## src/status_indicator_pkg.sv

```systemverilog
// Notes on behaviour
// Add or subtract sets overflow when the carries into and out of the sign bit differ.
// Add or subtract clears overflow when the carries into and out of the sign bit agree.
// Subtract adds minuend, inverted subtrahend and a constant one; carries come from that.
// On subtract the carry indicator is the inverse of the complement-add carry out (a borrow).
// An I/O operate completion puts its three-bit code into even, carry, overflow, even highest.
// I/O codes 0-7: absent, busy, reset busy, reject, intervene, data check, ctl busy, good.
// Interrupt codes: 0 controller end, 1 program int, 2 exception, 3 device end, 4-7 attention.
// A three-bit register select field picks general register 0 to 7 by its binary value.
// A two-bit base register field picks only registers 0 to 3, never 4 to 7.
// The interrupt status byte has status available in bit 0 and delayed reject in bit 1.
// Cycle-steal status bytes hold length, block, data, address, zero, interface in bits 2-7.
// Level status holds indicators in bits 0-4 and state in bits 8-11, other bits zero.
// The status word flags checks at bits 0,1,2,4,6,8,10,11,12,13,15, other bits zero.
// The sign position is the top bit of the operand width in use: byte, word or double word.
`default_nettype none
package status_indicator_pkg;

  localparam int ADDR_WIDTH = 4;
  localparam int DATA_WIDTH = 16;
  localparam int OPND_WIDTH = 32;

  localparam logic [3:0] ADDR_LEVEL_STATUS = 4'h0;
  localparam logic [3:0] ADDR_PROC_STATUS  = 4'h1;
  localparam logic [3:0] ADDR_BYTE_DIRECT  = 4'h2;
  localparam logic [3:0] ADDR_BYTE_CYCLE   = 4'h3;
  localparam logic [3:0] ADDR_COND_CODE    = 4'h4;
  localparam logic [3:0] ADDR_IRQ_STATUS   = 4'h5;
  localparam logic [3:0] ADDR_IRQ_MASK     = 4'h6;
  localparam logic [3:0] ADDR_RESULT_LOW   = 4'h7;
  localparam logic [3:0] ADDR_RESULT_HIGH  = 4'h8;

  localparam int LSR_EVEN       = 0;
  localparam int LSR_CARRY      = 1;
  localparam int LSR_OVERFLOW   = 2;
  localparam int LSR_NEGATIVE   = 3;
  localparam int LSR_ZERO       = 4;
  localparam int LSR_SUPERVISOR = 8;
  localparam int LSR_IN_PROCESS = 9;
  localparam int LSR_TRACE      = 10;
  localparam int LSR_SUMMARY    = 11;
  localparam logic [15:0] LSR_IMPL_MASK = 16'h0F1F;
  localparam logic [15:0] LSR_RESET     = 16'h0000;

  localparam logic [15:0] PSW_IMPL_MASK = 16'hBD57;
  localparam logic [15:0] PSW_RESET     = 16'h0000;

  localparam int BYTE_CS_ZERO_BIT = 6;
  localparam logic [7:0] BYTE_RESET = 8'h00;

  localparam int IRQ_WIDTH        = 5;
  localparam int IRQ_OVERFLOW     = 0;
  localparam int IRQ_IO_DONE      = 1;
  localparam int IRQ_IO_FAIL      = 2;
  localparam int IRQ_INT_ACCEPT   = 3;
  localparam int IRQ_PSW_CHECK    = 4;
  localparam logic [4:0] IRQ_RESET = 5'h00;

  localparam logic [2:0] CC_SATISFACTORY = 3'h7;

  typedef enum logic [1:0] {
    WIDTH_BYTE   = 2'b00,
    WIDTH_WORD   = 2'b01,
    WIDTH_DOUBLE = 2'b10
  } operand_width_type;

  localparam int SIGN_BYTE   = 7;
  localparam int SIGN_WORD   = 15;
  localparam int SIGN_DOUBLE = 31;

  typedef enum logic [1:0] {
    CC_SOURCE_NONE      = 2'b00,
    CC_SOURCE_IO        = 2'b01,
    CC_SOURCE_INTERRUPT = 2'b10
  } cc_source_type;

  typedef struct packed {
    logic              valid;
    logic              subtract;
    operand_width_type width;
    logic [31:0]       operand_a;
    logic [31:0]       operand_b;
  } alu_request_type;

  typedef struct packed {
    logic       valid;
    logic [2:0] condition_code;
  } io_completion_type;

  typedef struct packed {
    logic       valid;
    logic [2:0] condition_code;
    logic       cycle_steal;
    logic [7:0] status_byte;
  } interrupt_accept_type;

  typedef struct packed {
    logic       valid;
    logic       two_bit;
    logic [2:0] field;
  } register_select_type;

endpackage
`default_nettype wire

```

## src/status_indicator_logic.sv

```systemverilog
`timescale 1ns/100ps
`default_nettype none
module status_indicator_logic (
  input  wire logic                                       CLK_SYS,
  input  wire logic                                       RESET,
  input  wire logic [status_indicator_pkg::ADDR_WIDTH-1:0] ADDR,
  input  wire logic [status_indicator_pkg::DATA_WIDTH-1:0] WDATA,
  input  wire logic                                       WR,
  input  wire logic                                       RD,
  output logic      [status_indicator_pkg::DATA_WIDTH-1:0] RDATA,
  output logic                                            IRQ,
  input  wire status_indicator_pkg::alu_request_type       ALU_REQ,
  output logic      [status_indicator_pkg::OPND_WIDTH-1:0] ALU_RESULT,
  output logic                                            ALU_DONE,
  input  wire status_indicator_pkg::io_completion_type     IO_DONE,
  input  wire status_indicator_pkg::interrupt_accept_type  INT_ACCEPT,
  input  wire logic [15:0]                                PSW_SET,
  input  wire status_indicator_pkg::register_select_type   REG_SELECT,
  output logic      [7:0]                                 REG_ENABLE,
  output logic      [15:0]                                LEVEL_STATUS,
  output logic      [15:0]                                PROC_STATUS
);

  ////////////////////////////////////////////////////////////////////////////////
  // Arithmetic and sign carries

  logic [31:0] width_mask;
  logic [31:0] opnd_a;
  logic [31:0] opnd_b;
  logic [32:0] sum;
  logic [31:0] result;
  logic        carry_into_sign;
  logic        carry_out_sign;
  logic        sign_bit;
  logic        next_carry;
  logic        next_overflow;

  always_comb begin
    unique case (ALU_REQ.width)
      status_indicator_pkg::WIDTH_BYTE: begin
        width_mask = 32'h000000FF;
      end
      status_indicator_pkg::WIDTH_WORD: begin
        width_mask = 32'h0000FFFF;
      end
      status_indicator_pkg::WIDTH_DOUBLE: begin
        width_mask = 32'hFFFFFFFF;
      end
      default: begin
        width_mask = 32'h0000FFFF;
      end
    endcase
  end

  always_comb begin
    opnd_a = ALU_REQ.operand_a & width_mask;
    if (ALU_REQ.subtract) begin
      opnd_b = ~ALU_REQ.operand_b & width_mask;
    end else begin
      opnd_b = ALU_REQ.operand_b & width_mask;
    end
    sum = {1'b0, opnd_a} + {1'b0, opnd_b} + {32'h00000000, ALU_REQ.subtract};
    result = sum[31:0] & width_mask;
  end

  // Sign position follows the operand width; carry out is the bit just above it
  always_comb begin
    unique case (ALU_REQ.width)
      status_indicator_pkg::WIDTH_BYTE: begin
        sign_bit        = sum[status_indicator_pkg::SIGN_BYTE];
        carry_out_sign  = sum[status_indicator_pkg::SIGN_BYTE+1];
        carry_into_sign = sum[status_indicator_pkg::SIGN_BYTE]
                          ^ opnd_a[status_indicator_pkg::SIGN_BYTE]
                          ^ opnd_b[status_indicator_pkg::SIGN_BYTE];
      end
      status_indicator_pkg::WIDTH_DOUBLE: begin
        sign_bit        = sum[status_indicator_pkg::SIGN_DOUBLE];
        carry_out_sign  = sum[status_indicator_pkg::SIGN_DOUBLE+1];
        carry_into_sign = sum[status_indicator_pkg::SIGN_DOUBLE]
                          ^ opnd_a[status_indicator_pkg::SIGN_DOUBLE]
                          ^ opnd_b[status_indicator_pkg::SIGN_DOUBLE];
      end
      default: begin
        sign_bit        = sum[status_indicator_pkg::SIGN_WORD];
        carry_out_sign  = sum[status_indicator_pkg::SIGN_WORD+1];
        carry_into_sign = sum[status_indicator_pkg::SIGN_WORD]
                          ^ opnd_a[status_indicator_pkg::SIGN_WORD]
                          ^ opnd_b[status_indicator_pkg::SIGN_WORD];
      end
    endcase
    next_overflow = carry_into_sign ^ carry_out_sign;
    next_carry    = carry_out_sign ^ ALU_REQ.subtract;
  end

  always_ff @(posedge CLK_SYS) begin
    if (RESET) begin
      ALU_RESULT <= 32'h00000000;
      ALU_DONE   <= 1'b0;
    end else begin
      ALU_DONE <= ALU_REQ.valid;
      if (ALU_REQ.valid) begin
        ALU_RESULT <= result;
      end
    end
  end

  ////////////////////////////////////////////////////////////////////////////////
  // Register port decode

  logic wr_lsr;
  logic wr_psw;
  logic wr_irq_status;
  logic wr_irq_mask;

  always_comb begin
    wr_lsr        = WR && (ADDR == status_indicator_pkg::ADDR_LEVEL_STATUS);
    wr_psw        = WR && (ADDR == status_indicator_pkg::ADDR_PROC_STATUS);
    wr_irq_status = WR && (ADDR == status_indicator_pkg::ADDR_IRQ_STATUS);
    wr_irq_mask   = WR && (ADDR == status_indicator_pkg::ADDR_IRQ_MASK);
  end

  ////////////////////////////////////////////////////////////////////////////////
  // Level status register

  logic [15:0] next_lsr;

  // Hardware updates win over a software write in the same cycle
  always_comb begin
    next_lsr = LEVEL_STATUS;
    if (wr_lsr) begin
      next_lsr = WDATA;
    end
    if (ALU_REQ.valid) begin
      next_lsr[status_indicator_pkg::LSR_EVEN]     = ~result[0];
      next_lsr[status_indicator_pkg::LSR_CARRY]    = next_carry;
      next_lsr[status_indicator_pkg::LSR_OVERFLOW] = next_overflow;
      next_lsr[status_indicator_pkg::LSR_NEGATIVE] = sign_bit;
      next_lsr[status_indicator_pkg::LSR_ZERO]     = (result == 32'h00000000);
    end else if (IO_DONE.valid) begin
      next_lsr[status_indicator_pkg::LSR_EVEN]     = IO_DONE.condition_code[2];
      next_lsr[status_indicator_pkg::LSR_CARRY]    = IO_DONE.condition_code[1];
      next_lsr[status_indicator_pkg::LSR_OVERFLOW] = IO_DONE.condition_code[0];
    end else if (INT_ACCEPT.valid) begin
      next_lsr[status_indicator_pkg::LSR_EVEN]     = INT_ACCEPT.condition_code[2];
      next_lsr[status_indicator_pkg::LSR_CARRY]    = INT_ACCEPT.condition_code[1];
      next_lsr[status_indicator_pkg::LSR_OVERFLOW] = INT_ACCEPT.condition_code[0];
    end
    next_lsr = next_lsr & status_indicator_pkg::LSR_IMPL_MASK;
  end

  always_ff @(posedge CLK_SYS) begin
    if (RESET) begin
      LEVEL_STATUS <= status_indicator_pkg::LSR_RESET;
    end else begin
      LEVEL_STATUS <= next_lsr;
    end
  end

  ////////////////////////////////////////////////////////////////////////////////
  // Condition code record

  logic [2:0]                          last_cc;
  status_indicator_pkg::cc_source_type last_source;

  always_ff @(posedge CLK_SYS) begin
    if (RESET) begin
      last_cc     <= 3'h0;
      last_source <= status_indicator_pkg::CC_SOURCE_NONE;
    end else if (IO_DONE.valid) begin
      last_cc     <= IO_DONE.condition_code;
      last_source <= status_indicator_pkg::CC_SOURCE_IO;
    end else if (INT_ACCEPT.valid) begin
      last_cc     <= INT_ACCEPT.condition_code;
      last_source <= status_indicator_pkg::CC_SOURCE_INTERRUPT;
    end
  end

  ////////////////////////////////////////////////////////////////////////////////
  // Processor status word: sticky checks, write one to clear

  logic [15:0] psw_set_masked;

  always_comb begin
    psw_set_masked = PSW_SET & status_indicator_pkg::PSW_IMPL_MASK;
  end

  always_ff @(posedge CLK_SYS) begin
    if (RESET) begin
      PROC_STATUS <= status_indicator_pkg::PSW_RESET;
    end else if (wr_psw) begin
      PROC_STATUS <= (PROC_STATUS & ~WDATA) | psw_set_masked;
    end else begin
      PROC_STATUS <= PROC_STATUS | psw_set_masked;
    end
  end

  ////////////////////////////////////////////////////////////////////////////////
  // Interrupt status bytes

  logic [7:0] status_byte_direct;
  logic [7:0] status_byte_cycle;

  always_ff @(posedge CLK_SYS) begin
    if (RESET) begin
      status_byte_direct <= status_indicator_pkg::BYTE_RESET;
      status_byte_cycle  <= status_indicator_pkg::BYTE_RESET;
    end else if (INT_ACCEPT.valid) begin
      if (INT_ACCEPT.cycle_steal) begin
        status_byte_cycle <= INT_ACCEPT.status_byte;
        status_byte_cycle[status_indicator_pkg::BYTE_CS_ZERO_BIT] <= 1'b0;
      end else begin
        status_byte_direct <= INT_ACCEPT.status_byte;
      end
    end
  end

  ////////////////////////////////////////////////////////////////////////////////
  // General register select

  logic sel_high;

  always_comb begin
    if (REG_SELECT.two_bit) begin
      sel_high = 1'b0;
    end else begin
      sel_high = REG_SELECT.field[2];
    end
  end

  genvar g;
  generate
    for (g = 0; g < 8; g = g + 1) begin : gen_select
      always_ff @(posedge CLK_SYS) begin
        if (RESET) begin
          REG_ENABLE[g] <= 1'b0;
        end else begin
          REG_ENABLE[g] <= REG_SELECT.valid
                           && ({sel_high, REG_SELECT.field[1:0]} == 3'(g));
        end
      end
    end
  endgenerate

  ////////////////////////////////////////////////////////////////////////////////
  // Interrupt status and mask

  logic [status_indicator_pkg::IRQ_WIDTH-1:0] irq_status;
  logic [status_indicator_pkg::IRQ_WIDTH-1:0] irq_mask;
  logic [status_indicator_pkg::IRQ_WIDTH-1:0] irq_event;
  logic [status_indicator_pkg::IRQ_WIDTH-1:0] next_irq_status;

  always_comb begin
    irq_event = '0;
    irq_event[status_indicator_pkg::IRQ_OVERFLOW]   = ALU_REQ.valid && next_overflow;
    irq_event[status_indicator_pkg::IRQ_IO_DONE]    = IO_DONE.valid;
    irq_event[status_indicator_pkg::IRQ_IO_FAIL]    =
      IO_DONE.valid && (IO_DONE.condition_code != status_indicator_pkg::CC_SATISFACTORY);
    irq_event[status_indicator_pkg::IRQ_INT_ACCEPT] = INT_ACCEPT.valid;
    irq_event[status_indicator_pkg::IRQ_PSW_CHECK]  = |psw_set_masked;
    next_irq_status = irq_status;
    if (wr_irq_status) begin
      next_irq_status = irq_status & ~WDATA[status_indicator_pkg::IRQ_WIDTH-1:0];
    end
    next_irq_status = next_irq_status | irq_event;
  end

  always_ff @(posedge CLK_SYS) begin
    if (RESET) begin
      irq_status <= status_indicator_pkg::IRQ_RESET;
    end else begin
      irq_status <= next_irq_status;
    end
  end

  always_ff @(posedge CLK_SYS) begin
    if (RESET) begin
      irq_mask <= status_indicator_pkg::IRQ_RESET;
    end else if (wr_irq_mask) begin
      irq_mask <= WDATA[status_indicator_pkg::IRQ_WIDTH-1:0];
    end
  end

  always_ff @(posedge CLK_SYS) begin
    if (RESET) begin
      IRQ <= 1'b0;
    end else begin
      IRQ <= |(next_irq_status & irq_mask);
    end
  end

  ////////////////////////////////////////////////////////////////////////////////
  // Read data, one cycle after the strobe only

  logic [15:0] read_value;

  always_comb begin
    unique case (ADDR)
      status_indicator_pkg::ADDR_LEVEL_STATUS: begin
        read_value = LEVEL_STATUS;
      end
      status_indicator_pkg::ADDR_PROC_STATUS: begin
        read_value = PROC_STATUS;
      end
      status_indicator_pkg::ADDR_BYTE_DIRECT: begin
        read_value = {8'h00, status_byte_direct};
      end
      status_indicator_pkg::ADDR_BYTE_CYCLE: begin
        read_value = {8'h00, status_byte_cycle};
      end
      status_indicator_pkg::ADDR_COND_CODE: begin
        read_value = {11'h000, last_source, last_cc};
      end
      status_indicator_pkg::ADDR_IRQ_STATUS: begin
        read_value = {11'h000, irq_status};
      end
      status_indicator_pkg::ADDR_IRQ_MASK: begin
        read_value = {11'h000, irq_mask};
      end
      status_indicator_pkg::ADDR_RESULT_LOW: begin
        read_value = ALU_RESULT[15:0];
      end
      status_indicator_pkg::ADDR_RESULT_HIGH: begin
        read_value = ALU_RESULT[31:16];
      end
      default: begin
        read_value = 16'h0000;
      end
    endcase
  end

  always_ff @(posedge CLK_SYS) begin
    if (RESET) begin
      RDATA <= 16'h0000;
    end else if (RD) begin
      RDATA <= read_value;
    end else begin
      RDATA <= 16'h0000;
    end
  end

endmodule
`default_nettype wire

```

## config.mk

```make
export PLATFORM = sky130hd
export DESIGN_NAME = status_indicator_logic
export DESIGN_NICKNAME = d
export VERILOG_FILES = /design/src/status_indicator_pkg.sv /design/src/status_indicator_logic.sv
export SDC_FILE = /design/constraint.sdc
export NUM_CORES = 1
export LEC_CHECK = 0
export BUFFER_PORTS_ARGS = -buffer_cell sky130_fd_sc_hd__buf_2
export CORE_MARGIN = 2
export CORE_UTILIZATION = 48
export DETAILED_ROUTE_END_ITERATION = 12
export GPL_ROUTABILITY_DRIVEN = 0
export PLACE_DENSITY_LB_ADDON = 0.1
export SYNTH_ARGS = -nofsm -noshare
export SYNTH_HDL_FRONTEND = slang
export SYNTH_SLANG_ARGS = --single-unit
```

## constraint.sdc

```tcl
create_clock -name CLK_SYS -period 3.7 [get_ports CLK_SYS]
set_input_delay 0.185 -clock CLK_SYS [delete_from_list [all_inputs] [get_ports CLK_SYS]]
set_output_delay 0.185 -clock CLK_SYS [all_outputs]
set_load 0.05 [all_outputs]
```

==> summary by stage, run 1 <==
STA
The final-report setup violation count is 0. The maximum achievable frequency is 313.7 MHz. The post-layout minimum cycle time is 3.187 ns. The final critical-path share of the clock period is 86.15%.

The final-report max-slew violation count is 0. The hold violation total from the final report was 0. Across the routed clock network, the largest skew measured is 0.008927 ns. The worst relative slew slack is 49.33%.

The transition time at the pin with the least slew margin is 0.7601 ns. The setup total negative slack is 0 ns. Setup repair after global routing left no endpoint under its margin.

Setup path
The required arrival time at the worst endpoint is 4.03 ns. For the worst setup path, the data arrival time is 3.52 ns. The setup path with the least slack is of type primary input to flop. For the worst flop-to-flop path, the logic depth is 6. The launch point of the worst reg-to-reg path is PROC_STATUS[4]. The type of element capturing the critical path is a flop.

Along the worst path, the maximum fanout reaches 11. In this run the register-to-register setup slack is 2.19 ns. STA classifies the critical path startpoint as a primary input. The worst register-to-register path ends at RDATA[4].

Yosys
The largest total area in the synthesized netlist belongs to sky130_fd_sc_hd__dfxtp_1. During synthesis, Yosys emitted a total of 0 warnings. After synthesis, the mean cell area works out to 8.103 µm². Summing every instance area after synthesis gives 7543 µm². After synthesis, flip-flops and latches occupy 29.99% of the total area. Counting flops with an async set or reset pin after synthesis yields a share of 0%. In this run, distinct cell masters in the synthesized netlist total 85.

Sorting the synthesized cells by area gives the leading types as sky130_fd_sc_hd__dfxtp_1 (30%), sky130_fd_sc_hd__nor2_1 (6.8%), sky130_fd_sc_hd__mux2i_1 (6.4%), sky130_fd_sc_hd__ha_1 (5.1%), sky130_fd_sc_hd__a21oi_1 (4.6%). The number of standard cells after synthesis is 931. The synthesized design contains 113 register bits. The number of enable flip-flop cells after synthesis is 0. The share of the synthesized area in the top cell type is 29.99%. Among all flip-flop cells after synthesis, the most frequent one is sky130_fd_sc_hd__dfxtp_1.

CTS
The clock tree synthesis step divided the H-tree into 4 levels. Clock-pin slew was measured on the worst setup and hold paths at 0.06 ns. The maximum clock path buffer count is 2. The total number of clock tree sinks is 113.

The clock tree from TritonCTS is yes. Buffers added to address setup during post-CTS repair amount to 0. The root buffer cell is sky130_fd_sc_hd__clkbuf_16. The total CTS buffers is 17. For the worst-skew pair, the clock arrives at the later sink with an insertion delay of 0.41 ns.

Detailed routing
The per-cell routed wire length is 17.37 µm. The first detailed-routing pass took 8 iterations. After detailed routing, the number of remaining DRC violations is 0.

The number of DRC markers in iteration 0 is 691. The detailed-route wire length is 23,660 µm. The routed layout has 7,624 vias. The mean number of vias per cell is 5.598.

The residual antenna-violating net count after detailed routing is 0.

Worst hold path
The worst hold path terminates at PROC_STATUS[1]. The worst hold path depth is 3. In this run the most critical hold path is launched from PSW_SET[1]. The path type of the worst min-delay path is primary input to flop.

Global route
Global routing used 27.61% of the available tracks. The total global routing overflow is 0. Entering global routing, the biggest net connects 61 pins. The number of antenna violations at the first check in global routing is 0. The via count of the first global-routing pass is 6,965. The first global-routing pass estimated 36,180 µm of wire.

Power and ir drop
For this design the ratio of total power to cell area is 442.3 nW/µm². Net switching is 31.49% of the power. Summed over all cells, the static leakage comes to 4.327 nW. Cell internal power was estimated by the tool at 2.900 mW.

The share of power burned in the clock network is 42.3%. The part of the power in registers is 31.7%. Summed over all nets, the switching power comes to 1.333 mW.

VDD sags by at most 0.2917 mV. Combinational logic burns 26.0% of the power.

Layout
Registers take 2262 µm². For this run, the number of standard cells in the final layout without fillers is 1,362. Fill cells in the final layout number 1,427. 0 antenna diodes ended up in the layout. The share of final-layout standard cells stronger than drive strength 1 is 26.67%. The area growth from synthesis to layout is 26.89%. The multi-input combinational cells in the finished layout cover a total of 4964 µm².

In the final design database the tool counted 1,300 nets. Cells fill 62.73% of the core in the end.

Die
In this run the core area contains 45 standard-cell rows. The starting density of the core is 49.44%. The die covers 16,730 µm².

The chip height is 129.4 µm. The top-level I/O count is 220. The floorplan step defined a core boundary enclosing 15,260 µm². The die extent in x is 129.4 µm.

Place
Including well taps, the total number of placed cells is 1,320. Port buffering added 207 buffers. Summed over all nets, the half-perimeter wirelength after detailed placement is 18,500 µm.

Run
The tool flagged a number of max-cap violations equal to 0.

Run status
The flow ran to the end, and the final reports show no timing, DRC or antenna violations.
-- power groups by stage --
stage	logic, mW	clock network, mW	registers (mW)
after floorplan	0.644	0	1.49
after global placement	1.08	0	1.36
after detailed placement	1.09	0	1.36
after CTS	1.10	1.80	1.34
after global routing	1.20	1.85	1.34
final	1.10	1.79	1.34
-- final cells by class --
class,count,share of cell area [%]
tap,211,2.758
timing repair buffer,246,14.27
multi-input combinational,743,51.86
inverter,17,0.6667
clock buffer,19,4.627
sequential,113,23.63
clock inverter,13,2.183
-- cells in the final DEF (no fill, tap or decap), drive strengths merged, types with 7 or more instances in the layout --
master | synthesis | final
nor2 | 137 | 137
nand4 | 8 | 8
xnor2 | 39 | 39
o21ai | 23 | 23
dlygate4sd3 | 0 | 10
a21o | 15 | 15
mux2i | 48 | 48
conb | 1 | 7
inv | 16 | 17
a222oi | 7 | 7
ha | 31 | 31
nand2 | 89 | 89
and2 | 34 | 34
buf | 20 | 236
a211oi | 13 | 13
xor2 | 20 | 20
a21oi | 73 | 73
nand2b | 12 | 12
mux2 | 8 | 8
nor2b | 11 | 11
dfxtp | 113 | 113
clkbuf | 44 | 19
nand3 | 19 | 19
a221oi | 11 | 11
o22ai | 9 | 9
a22oi | 11 | 11
nor3 | 26 | 26
-- cell families after synthesis --
logic type	after synthesis	synth area share (%)
muxes	58	8.161
buffers and inverters	81	4.545
AOI/OAI and AO/OA	228	22.56
adders and majority gates	32	5.407
DFF	113	29.99
xor gates and xnor gates	61	7.464
other	1	0.04971
and+or+nand+nor	357	21.83
-- metal layers --
layer  vias to the layer above  wire (µm)  global-route usage [%]
li1                       3736          -                       -
met1                      3545      10390                   36.45
met2                       315      11070                   46.38
met3                        28       1715                   4.459
met4                         0        477                   8.568
met5                         -          0                       0
-- critical path: stages --
cell and delay [ns]:
sky130_fd_sc_hd__buf_2 0.14, sky130_fd_sc_hd__or2_2 0.38, sky130_fd_sc_hd__and2_1 0.19, sky130_fd_sc_hd__ha_1 0.39
sky130_fd_sc_hd__nand2_2 0.15, sky130_fd_sc_hd__nor3_2 0.30, sky130_fd_sc_hd__nand3_1 0.26, sky130_fd_sc_hd__and2_1 0.24
sky130_fd_sc_hd__xnor3_1 0.33, sky130_fd_sc_hd__a22oi_1 0.32, sky130_fd_sc_hd__o2111a_1 0.34, sky130_fd_sc_hd__nor3_2 0.08
sky130_fd_sc_hd__a211oi_2 0.22
-- synthesized netlist by cell type, types with 5 or more instances --
| master | n |
|---|---|
| sky130_fd_sc_hd__nor2_1 | 137 |
| sky130_fd_sc_hd__dfxtp_1 | 113 |
| sky130_fd_sc_hd__nand2_1 | 88 |
| sky130_fd_sc_hd__a21oi_1 | 69 |
| sky130_fd_sc_hd__mux2i_1 | 48 |
| sky130_fd_sc_hd__clkbuf_1 | 43 |
| sky130_fd_sc_hd__xnor2_1 | 39 |
| sky130_fd_sc_hd__and2_1 | 34 |
| sky130_fd_sc_hd__ha_1 | 31 |
| sky130_fd_sc_hd__nor3_1 | 24 |
| sky130_fd_sc_hd__o21ai_0 | 20 |
| sky130_fd_sc_hd__xor2_1 | 20 |
| sky130_fd_sc_hd__nand3_1 | 19 |
| sky130_fd_sc_hd__inv_1 | 16 |
| sky130_fd_sc_hd__a21o_1 | 15 |
| sky130_fd_sc_hd__nand2b_1 | 12 |
| sky130_fd_sc_hd__nor2b_1 | 11 |
| sky130_fd_sc_hd__a211oi_1 | 10 |
| sky130_fd_sc_hd__a22oi_1 | 10 |
| sky130_fd_sc_hd__a221oi_1 | 8 |
| sky130_fd_sc_hd__buf_4 | 8 |
| sky130_fd_sc_hd__mux2_2 | 8 |
| sky130_fd_sc_hd__nand4_1 | 8 |
| sky130_fd_sc_hd__o22ai_1 | 8 |
| sky130_fd_sc_hd__a222oi_1 | 7 |
| sky130_fd_sc_hd__buf_1 | 6 |
| sky130_fd_sc_hd__buf_2 | 6 |
| sky130_fd_sc_hd__o21a_1 | 6 |
| sky130_fd_sc_hd__nand3b_1 | 5 |
-- flip-flops by register name, summed over array words and instances, names as in the netlist --
name and flops:
REG_ENABLE 8, PROC_STATUS 16, ALU_RESULT 32, LEVEL_STATUS 9, irq_mask 5, IRQ 1, ALU_DONE 1, status_byte_cycle 7
RDATA 16, last_source 2, last_cc 3, status_byte_direct 8, irq_status 5
-- worst max-delay path by stage --
stage / from / endpoint / slack [ns] / depth (start not counted)
final: ALU_REQ[65] / LEVEL_STATUS[2] / 0.51 / 13
after global routing: ALU_REQ[65] / IRQ / 0.32 / 13
after CTS: ALU_REQ[65] / LEVEL_STATUS[2] / 0.55 / 13
after detailed placement: ALU_REQ[65] / LEVEL_STATUS[2] / 0.15 / 13
after global placement: ALU_REQ[65] / LEVEL_STATUS[2] / 0.20 / 13
after floorplan: ALU_REQ[66] / LEVEL_STATUS[2] / 0.01 / 16
-- through the flow --
step	setup slack (ns)	total power [mW]	area, µm²	hold WS [ns]
floorplan	0.01460	2.131	7567	0.2618
global placement	0.2009	2.442	8820	0.3578
detailed placement	0.1481	2.450	8820	0.3628
CTS	0.5459	4.234	9572	0.0001298
global route	0.3226	4.386	9572	0.01611
finish	0.5126	4.233	9572	0.009190
-- timing repair --
item,4_1_cts,5_1_grt
gates resized for setup,0,0
endpoints found under the setup margin,0,0
endpoints found under the hold margin,9,0
hold buffers,10,0
Power figures use the tool's default switching activity.
==> run 2, diff against run 1 <==
Settings changed: CTS_CLUSTER_DIAMETER set to 80, REMOVE_ABC_BUFFERS set to 1.
==> summary by stage, run 2 (same netlist as run 1, synthesis figures left out) <==
Run status
The run finished with clean final reports.

Setup path
The number of cells on the worst reg-to-reg path is 6. The most critical setup path has its endpoint at LEVEL_STATUS[2]. At the worst endpoint, the required time is 4.02 ns. By instance count, the cell type seen most on the critical path is sky130_fd_sc_hd__nor3_1. STA puts the critical path data arrival time at 3.62 ns.

In this run the number of cells on the critical path is 14. On the worst path, the slowest cell contributes a delay of 0.51 ns. The critical path buffer and inverter count is 3. STA classifies the critical path endpoint as a flop.

Across all register-to-register paths, the minimum setup slack is 2.24 ns. In this run the critical register-to-register path is launched from PROC_STATUS[4]. The slowest cell on the critical path is sky130_fd_sc_hd__buf_2. The critical path goes through buf_2 > buf_4 > xnor2_1 > nor2_1 > ha_1 > nand4_1 > nor3_1 > inv_1 > o22ai_2 > nor3_1 > or4_4 > a311oi_4 > nor3_2 > a211oi_2. The endpoint of the lowest-slack register-to-register path is RDATA[4]. The setup path with the least slack is of type primary input to flop. The startpoint type of the worst setup path is a primary input.

Of all nets on the critical path, the largest fanout is 23. On the critical path the largest part of the delay comes from simple AND/OR/NAND/NOR gates. The most critical setup path has its startpoint at ALU_REQ[66].

Global route
The first global-routing pass estimated 36,400 µm of wire. Entering global routing, the biggest net connects 84 pins. The overall track demand over capacity in global routing is 27.84%.

Summed over all layers, the global routing overflow is 0. The via count of the first global-routing pass came to 6,925. The number of antenna violations at the first check in global routing is 0.

Layout
The layout has 1,403 filler cells. The number of cells in the finished layout apart from fillers is 1,373. In the final design database the tool counted 1,312 nets.

The largest registers in the layout are ALU_RESULT: 32 flops, PROC_STATUS: 16 flops, RDATA: 16 flops. The most common library cell in the layout ignoring fill and taps is sky130_fd_sc_hd__buf_2. The number of flip-flops under the largest register name is 32. The register with the most flip-flops in the final layout is ALU_RESULT. The design area is 9652 µm². Cells with a size suffix above 1 make up 27.62% of the layout. The number of antenna diodes in the final layout is 0. The area growth from synthesis to layout is 27.95%. The library cells used most frequently in the layout, excluding fill and tap cells, are sky130_fd_sc_hd__buf_2 (207), sky130_fd_sc_hd__nor2_1 (137), sky130_fd_sc_hd__dfxtp_1 (113), sky130_fd_sc_hd__nand2_1 (88), sky130_fd_sc_hd__a21oi_1 (69).

CTS
The total CTS buffers is 17. The clock tree from TritonCTS is yes. The root buffer cell is sky130_fd_sc_hd__clkbuf_16. The post-CTS setup buffer count is 0. The clock net in this run drives a total of 113 sinks.

No sink is reached through more buffers than the 2 on the longest clock path. The H-tree was split into 4 levels. The later pin in the worst-skew pair is clocked with a latency of 0.41 ns.

The CTS clock-pin slew for the worst setup and hold paths is 0.06 ns.

STA
The hold violation total from the final report is 0. The post-layout minimum cycle time is 3.303 ns. Setup repair after global routing left no endpoint under its margin. For the pin with the worst max-slew slack, the measured transition is 0.9129 ns. The worst hold slack after final layout is 0.005895 ns. Setup violations remaining at the end of the flow were counted as 0. The final-report max-slew violation count came to 0. On the final layout, the worst clock skew is 0.008145 ns. The setup slack after layout is 0.3969 ns. In this run the tightest slew margin relative to its limit is 39.14%.

The maximum achievable frequency is 302.7 MHz. In the finished design, the share of the clock period the worst path needs comes to 89.27%.

Power and ir drop
The worst-case IR drop observed on VDD is 0.2322 mV. The leakage component of the power is 4.387 nW. Power spread over the standard cell area amounts to 439.3 nW/µm².

Die
The die covers 16,730 µm². The die extent in x is 129.4 µm. The starting density of the core is 49.44%. The number of placement rows is 45. The chip height is 129.4 µm.

For this design the top-level I/O count stands at 220. The area of the placeable core is 15,260 µm².

Detailed routing
The per-cell routed wire length is 17.40 µm. The final route contains 7,600 vias. The detailed-routing iteration count for the pre-antenna-repair pass is 5.

The detailed router finished its first iteration with 563 violations. The final layout contains routed wiring with a total length of 23,890 µm. Dividing the detail-routed via count by the number of cells gives 5.535. The detail route stage leaves a number of antenna-violating nets equal to 0. In the routed design, unresolved DRC markers number 0.

Place
The number of placed instances with taps included is 1,334. Detailed placement finished with a half-perimeter wire length of 18,200 µm. The instance area at placement is 8925 µm². At the placement stage, the worst setup path has a slack of -0.02323 ns. The count of buffers from port buffering is 207.

Worst hold path
The path type of the worst min-delay path is primary input to flop. The worst hold path depth is 3.

Run
The max-capacitance violation count is 0.
[run 2: cell types whose count changed in the layout (fill, tap and decap cells not counted), sizes merged]
cell,change
clkbuf,+3
bufinv,-1
buf,+14
clkinv,-2
inv,-1
dlygate4sd3,-2
[run 2: worst register-to-register path, delay by kind of cell (launching register included)]
family	cells	cell delay, ns
flops	1	0.35
simple gates	2	0.13
compound gates	4	0.84
[run 2: metrics by stage]
step	util (%)	TNS, ns	total power [mW]
2_1_floorplan	-	-0.04083	2.079
4_1_cts	63.26	0	4.233
6_report	63.26	0	4.240
3_3_place_gp	58.49	0	2.466
3_5_place_dp	58.49	-0.02323	2.475
5_1_grt	63.26	0	4.397
[run 2: final cells by class]
type                       count  area (µm²)  area share (%)
clock buffer                  22       494.2           5.121
clock inverter                 9       152.6           1.582
inverter                      17       63.81          0.6611
multi-input combinational    743        4964           51.43
sequential                   113        2262           23.44
tap                          211       264.0           2.735
timing repair buffer         258        1451           15.04
[run 2: worst min-delay path by stage]
stage / slack, ns / endpoint / from
finish: 0.006 / PROC_STATUS[1] / PSW_SET[1]
detailed placement: 0.36 / PROC_STATUS[14] / WDATA[14]
floorplan: 0.25 / LEVEL_STATUS[2] / RESET
global placement: 0.36 / PROC_STATUS[7] / WDATA[7]
global route: 0.01 / PROC_STATUS[1] / PSW_SET[1]
CTS: 0.001 / PROC_STATUS[1] / PSW_SET[1]
[run 2: routing by layer]
layer,part of all wire (%),global-route usage (%)
met5,0,0
met4,2.4,9.271
met3,7.5,5.078
met2,46,45.79
met1,44,36.96
[run 2: power breakdown]
part	internal, mW	leakage, nW	switching (mW)
registers	1.28	0.924	0.0569
logic	0.429	3.15	0.707
clock network	1.21	0.310	0.557
[run 2: timing repair]
action | 4_1_cts | 5_1_grt
endpoints found under the hold margin | 7 | 0
hold buffers | 8 | 0
gates resized for setup | 0 | 0
==> run 3, diff against run 2 <==
Settings changed: SETUP_SLACK_MARGIN set to 0.5.
==> summary by stage, run 3 (same netlist as run 1, synthesis figures left out) <==
Power and ir drop
Of the total power, the share spent switching nets is 31.19%. The power spent charging and discharging nets is 1.329 mW. In this run, flip-flops and latches consume 31.4% of the power. The share of power burned in the clock network is 41.4%. The total power of the final layout is 4.261 mW. IR analysis of the VDD net gives a maximum drop of 0.2315 mV. For this design the static power due to leakage is 4.410 nW. The relative contribution of combinational cells to total power is 27.2%.

The internal power component is 2.932 mW. The power density over the cells is 437.1 nW/µm².

CTS
The total number of clock tree sinks is 113. TritonCTS built the clock tree. Clock latency on the worst-skew pair, taken at its later pin, is 0.41 ns. The root buffer cell is sky130_fd_sc_hd__clkbuf_16. The total CTS buffers is 17. Counting along the longest clock path gives a buffer depth of 2. The clock tree synthesis step divided the H-tree into 4 levels. The CTS clock-pin slew for the worst setup and hold paths is 0.06 ns.

STA
Setup violations remaining at the end of the flow were counted as 0. The post-layout minimum cycle time is 3.051 ns. The maximum achievable frequency is 327.7 MHz.

The worst relative slew slack is 39.35%. The maximum clock skew at final layout is 0.008163 ns. The final critical-path share of the clock period is 82.47%. The final-report max-slew violation count came to 0.

At the pin with the least slew margin, the transition time is 0.9098 ns. The hold violation total from the final report is 0. Setup repair after global routing left no endpoint under its margin.

Detailed routing
After detailed routing, the number of remaining DRC violations is 0. The detailed-routing iteration count for the pre-antenna-repair pass is 5. The mean number of vias per cell is 5.551. The number of DRC markers in iteration 0 is 555. The detailed-route wire length is 23,940 µm. The residual antenna-violating net count after detailed routing is 0.

Dividing the detail-routed wire length by the instance count gives 17.41 µm. The number of vias after detailed routing is 7,633.

Layout
In the final layout, the registers with the most flip-flops are ALU_RESULT: 32 flops, PROC_STATUS: 16 flops, RDATA: 16 flops. Ranked by flip-flop count, first place goes to ALU_RESULT. The library cell used most frequently in the layout, excluding fill and tap cells, is sky130_fd_sc_hd__buf_2.

The area growth from synthesis to layout is 29.23%. 0 antenna diodes ended up in the layout. The final net count is 1,314.

With fillers left out, the area of the finished cells amounts to 9748 µm². The number of flip-flops under the largest register name is 32. The post-route netlist has 28.61% of its cells at a drive strength greater than 1. Leaving out fill and tap cells, the most frequent cells in the layout are sky130_fd_sc_hd__buf_2 (206), sky130_fd_sc_hd__nor2_1 (137), sky130_fd_sc_hd__dfxtp_1 (113), sky130_fd_sc_hd__nand2_1 (86), sky130_fd_sc_hd__a21oi_1 (66).

Die
The die area is 16,730 µm². The number of placement rows is 45. The die extent in x is 129.4 µm. The floorplan step defined a core boundary enclosing 15,260 µm². For this configuration, the core starts out at a cell density of 49.44%.

During I/O placement, the number of pins put on the boundary was 220. The chip height is 129.4 µm.

Setup path
The worst register-to-register path begins at PROC_STATUS[4]. The timing endpoint of the critical path is LEVEL_STATUS[2]. The register-to-register setup slack is 2.24 ns. STA classifies the critical path endpoint as a flop.

In this run the critical register-to-register path is captured at RDATA[4]. Of all nets on the critical path, the largest fanout is 8. The setup path with the least slack is of type primary input to flop. The logic depth of the worst register-to-register path is 6.

The required arrival time at the worst endpoint is 4.02 ns. In this run the worst setup path begins at ALU_REQ[65]. Data arrives at the worst endpoint at 3.37 ns. STA classifies the critical path startpoint as a primary input.

Place
Summed over all nets, the half-perimeter wirelength after detailed placement is 18,200 µm. Summing all placed instances gives a cell area of 8925 µm². The count of buffers from port buffering is 207.

Global route
The overall track demand over capacity in global routing is 27.84%. The via count of the first global-routing pass is 6,925. Entering global routing, the biggest net connects 84 pins. The global-route wire length before repair is 36,400 µm.

The number of antenna violations at the first check in global routing is 0. Global routing finished with a remaining overflow of 0.

Run
The max-capacitance violation count is 0.

Worst hold path
The tightest min-delay check is of the primary input to flop type.

Run status
The run finished with clean final reports.
-- run 3: cell types whose count changed in the layout (fill, tap and decap cells not counted), moves of 2 or more --
cell / previous run / this run
sky130_fd_sc_hd__a21oi_1: 69 / 66
sky130_fd_sc_hd__a21oi_2: 4 / 7
sky130_fd_sc_hd__ha_1: 31 / 29
sky130_fd_sc_hd__nand2_1: 88 / 86
sky130_fd_sc_hd__nand2_2: 1 / 3
sky130_fd_sc_hd__o21ai_0: 20 / 18
sky130_fd_sc_hd__o21ai_1: 1 / 3
-- run 3: metal layers --
| metal | vias to the layer above | GRT usage (%) | part of all wire [%] |
|---|---|---|---|
| met1 | 3535 | 36.96 | 44 |
| met2 | 310 | 45.79 | 47 |
| met5 | - | 0 | 0 |
| li1 | 3748 | - | - |
| met4 | 0 | 9.271 | 2.2 |
| met3 | 40 | 5.078 | 6.9 |
-- run 3: how the worst min path moves through the flow --
stage                from               to  slack [ns]  cells past startpoint
4_1_cts        PSW_SET[1]   PROC_STATUS[1]       0.001                      3
5_1_grt        PSW_SET[1]   PROC_STATUS[1]        0.01                      3
3_5_place_dp    WDATA[14]  PROC_STATUS[14]        0.36                      2
3_3_place_gp     WDATA[7]   PROC_STATUS[7]        0.36                      2
2_1_floorplan       RESET  LEVEL_STATUS[2]        0.25                      1
6_report       PSW_SET[1]   PROC_STATUS[1]       0.006                      3
-- run 3: critical path, cell delays in order --
cell,delay (ns)
sky130_fd_sc_hd__buf_2,0.15
sky130_fd_sc_hd__or2_4,0.29
sky130_fd_sc_hd__and2_1,0.17
sky130_fd_sc_hd__ha_1,0.35
sky130_fd_sc_hd__nand4_1,0.16
sky130_fd_sc_hd__nor3_2,0.08
sky130_fd_sc_hd__a221oi_4,0.40
sky130_fd_sc_hd__a21oi_2,0.12
sky130_fd_sc_hd__o21a_1,0.22
sky130_fd_sc_hd__or4_4,0.53
sky130_fd_sc_hd__a311oi_4,0.39
sky130_fd_sc_hd__nor3_2,0.09
sky130_fd_sc_hd__a211oi_2,0.22
-- run 3: layout make-up --
class	count	area, µm²
clock inverters	9	152.6
well taps	211	264.0
flip-flops and latches	113	2262
fillers	1390	5510
multi-input cells	743	5031
clock buffers	22	494.2
inverters	17	63.81
repair buffers	260	1480
-- run 3: what timing repair did --
item	CTS	global route
buffers inserted	0	2
hold endpoints to repair	7	0
pin swaps	0	6
setup endpoints to repair	3	5
gates resized for setup	1	18
hold buffers	8	0
-- run 3: power by group through the flow --
stage               registers [mW]  clock network, mW  logic (mW)
finish                        1.34               1.77        1.16
global route                  1.34               1.83        1.25
CTS                           1.34               1.77        1.13
detailed placement            1.36                  0        1.12
global placement              1.36                  0        1.11
floorplan                     1.49                  0       0.592
-- run 3: through the flow --
stage                     util, %  hold slack (ns)  worst slack [ns]  TNS (ns)  std cells
after global routing        63.89          0.01153            0.4959         0       1375
after CTS                   63.27         0.001005            0.5129         0       1373
final                       63.89         0.006011            0.6487         0       1375
after floorplan                 -           0.2496          -0.04083  -0.04083        873
after global placement      58.49           0.3582           0.04961         0       1334
after detailed placement    58.49           0.3593          -0.02323  -0.02323       1334
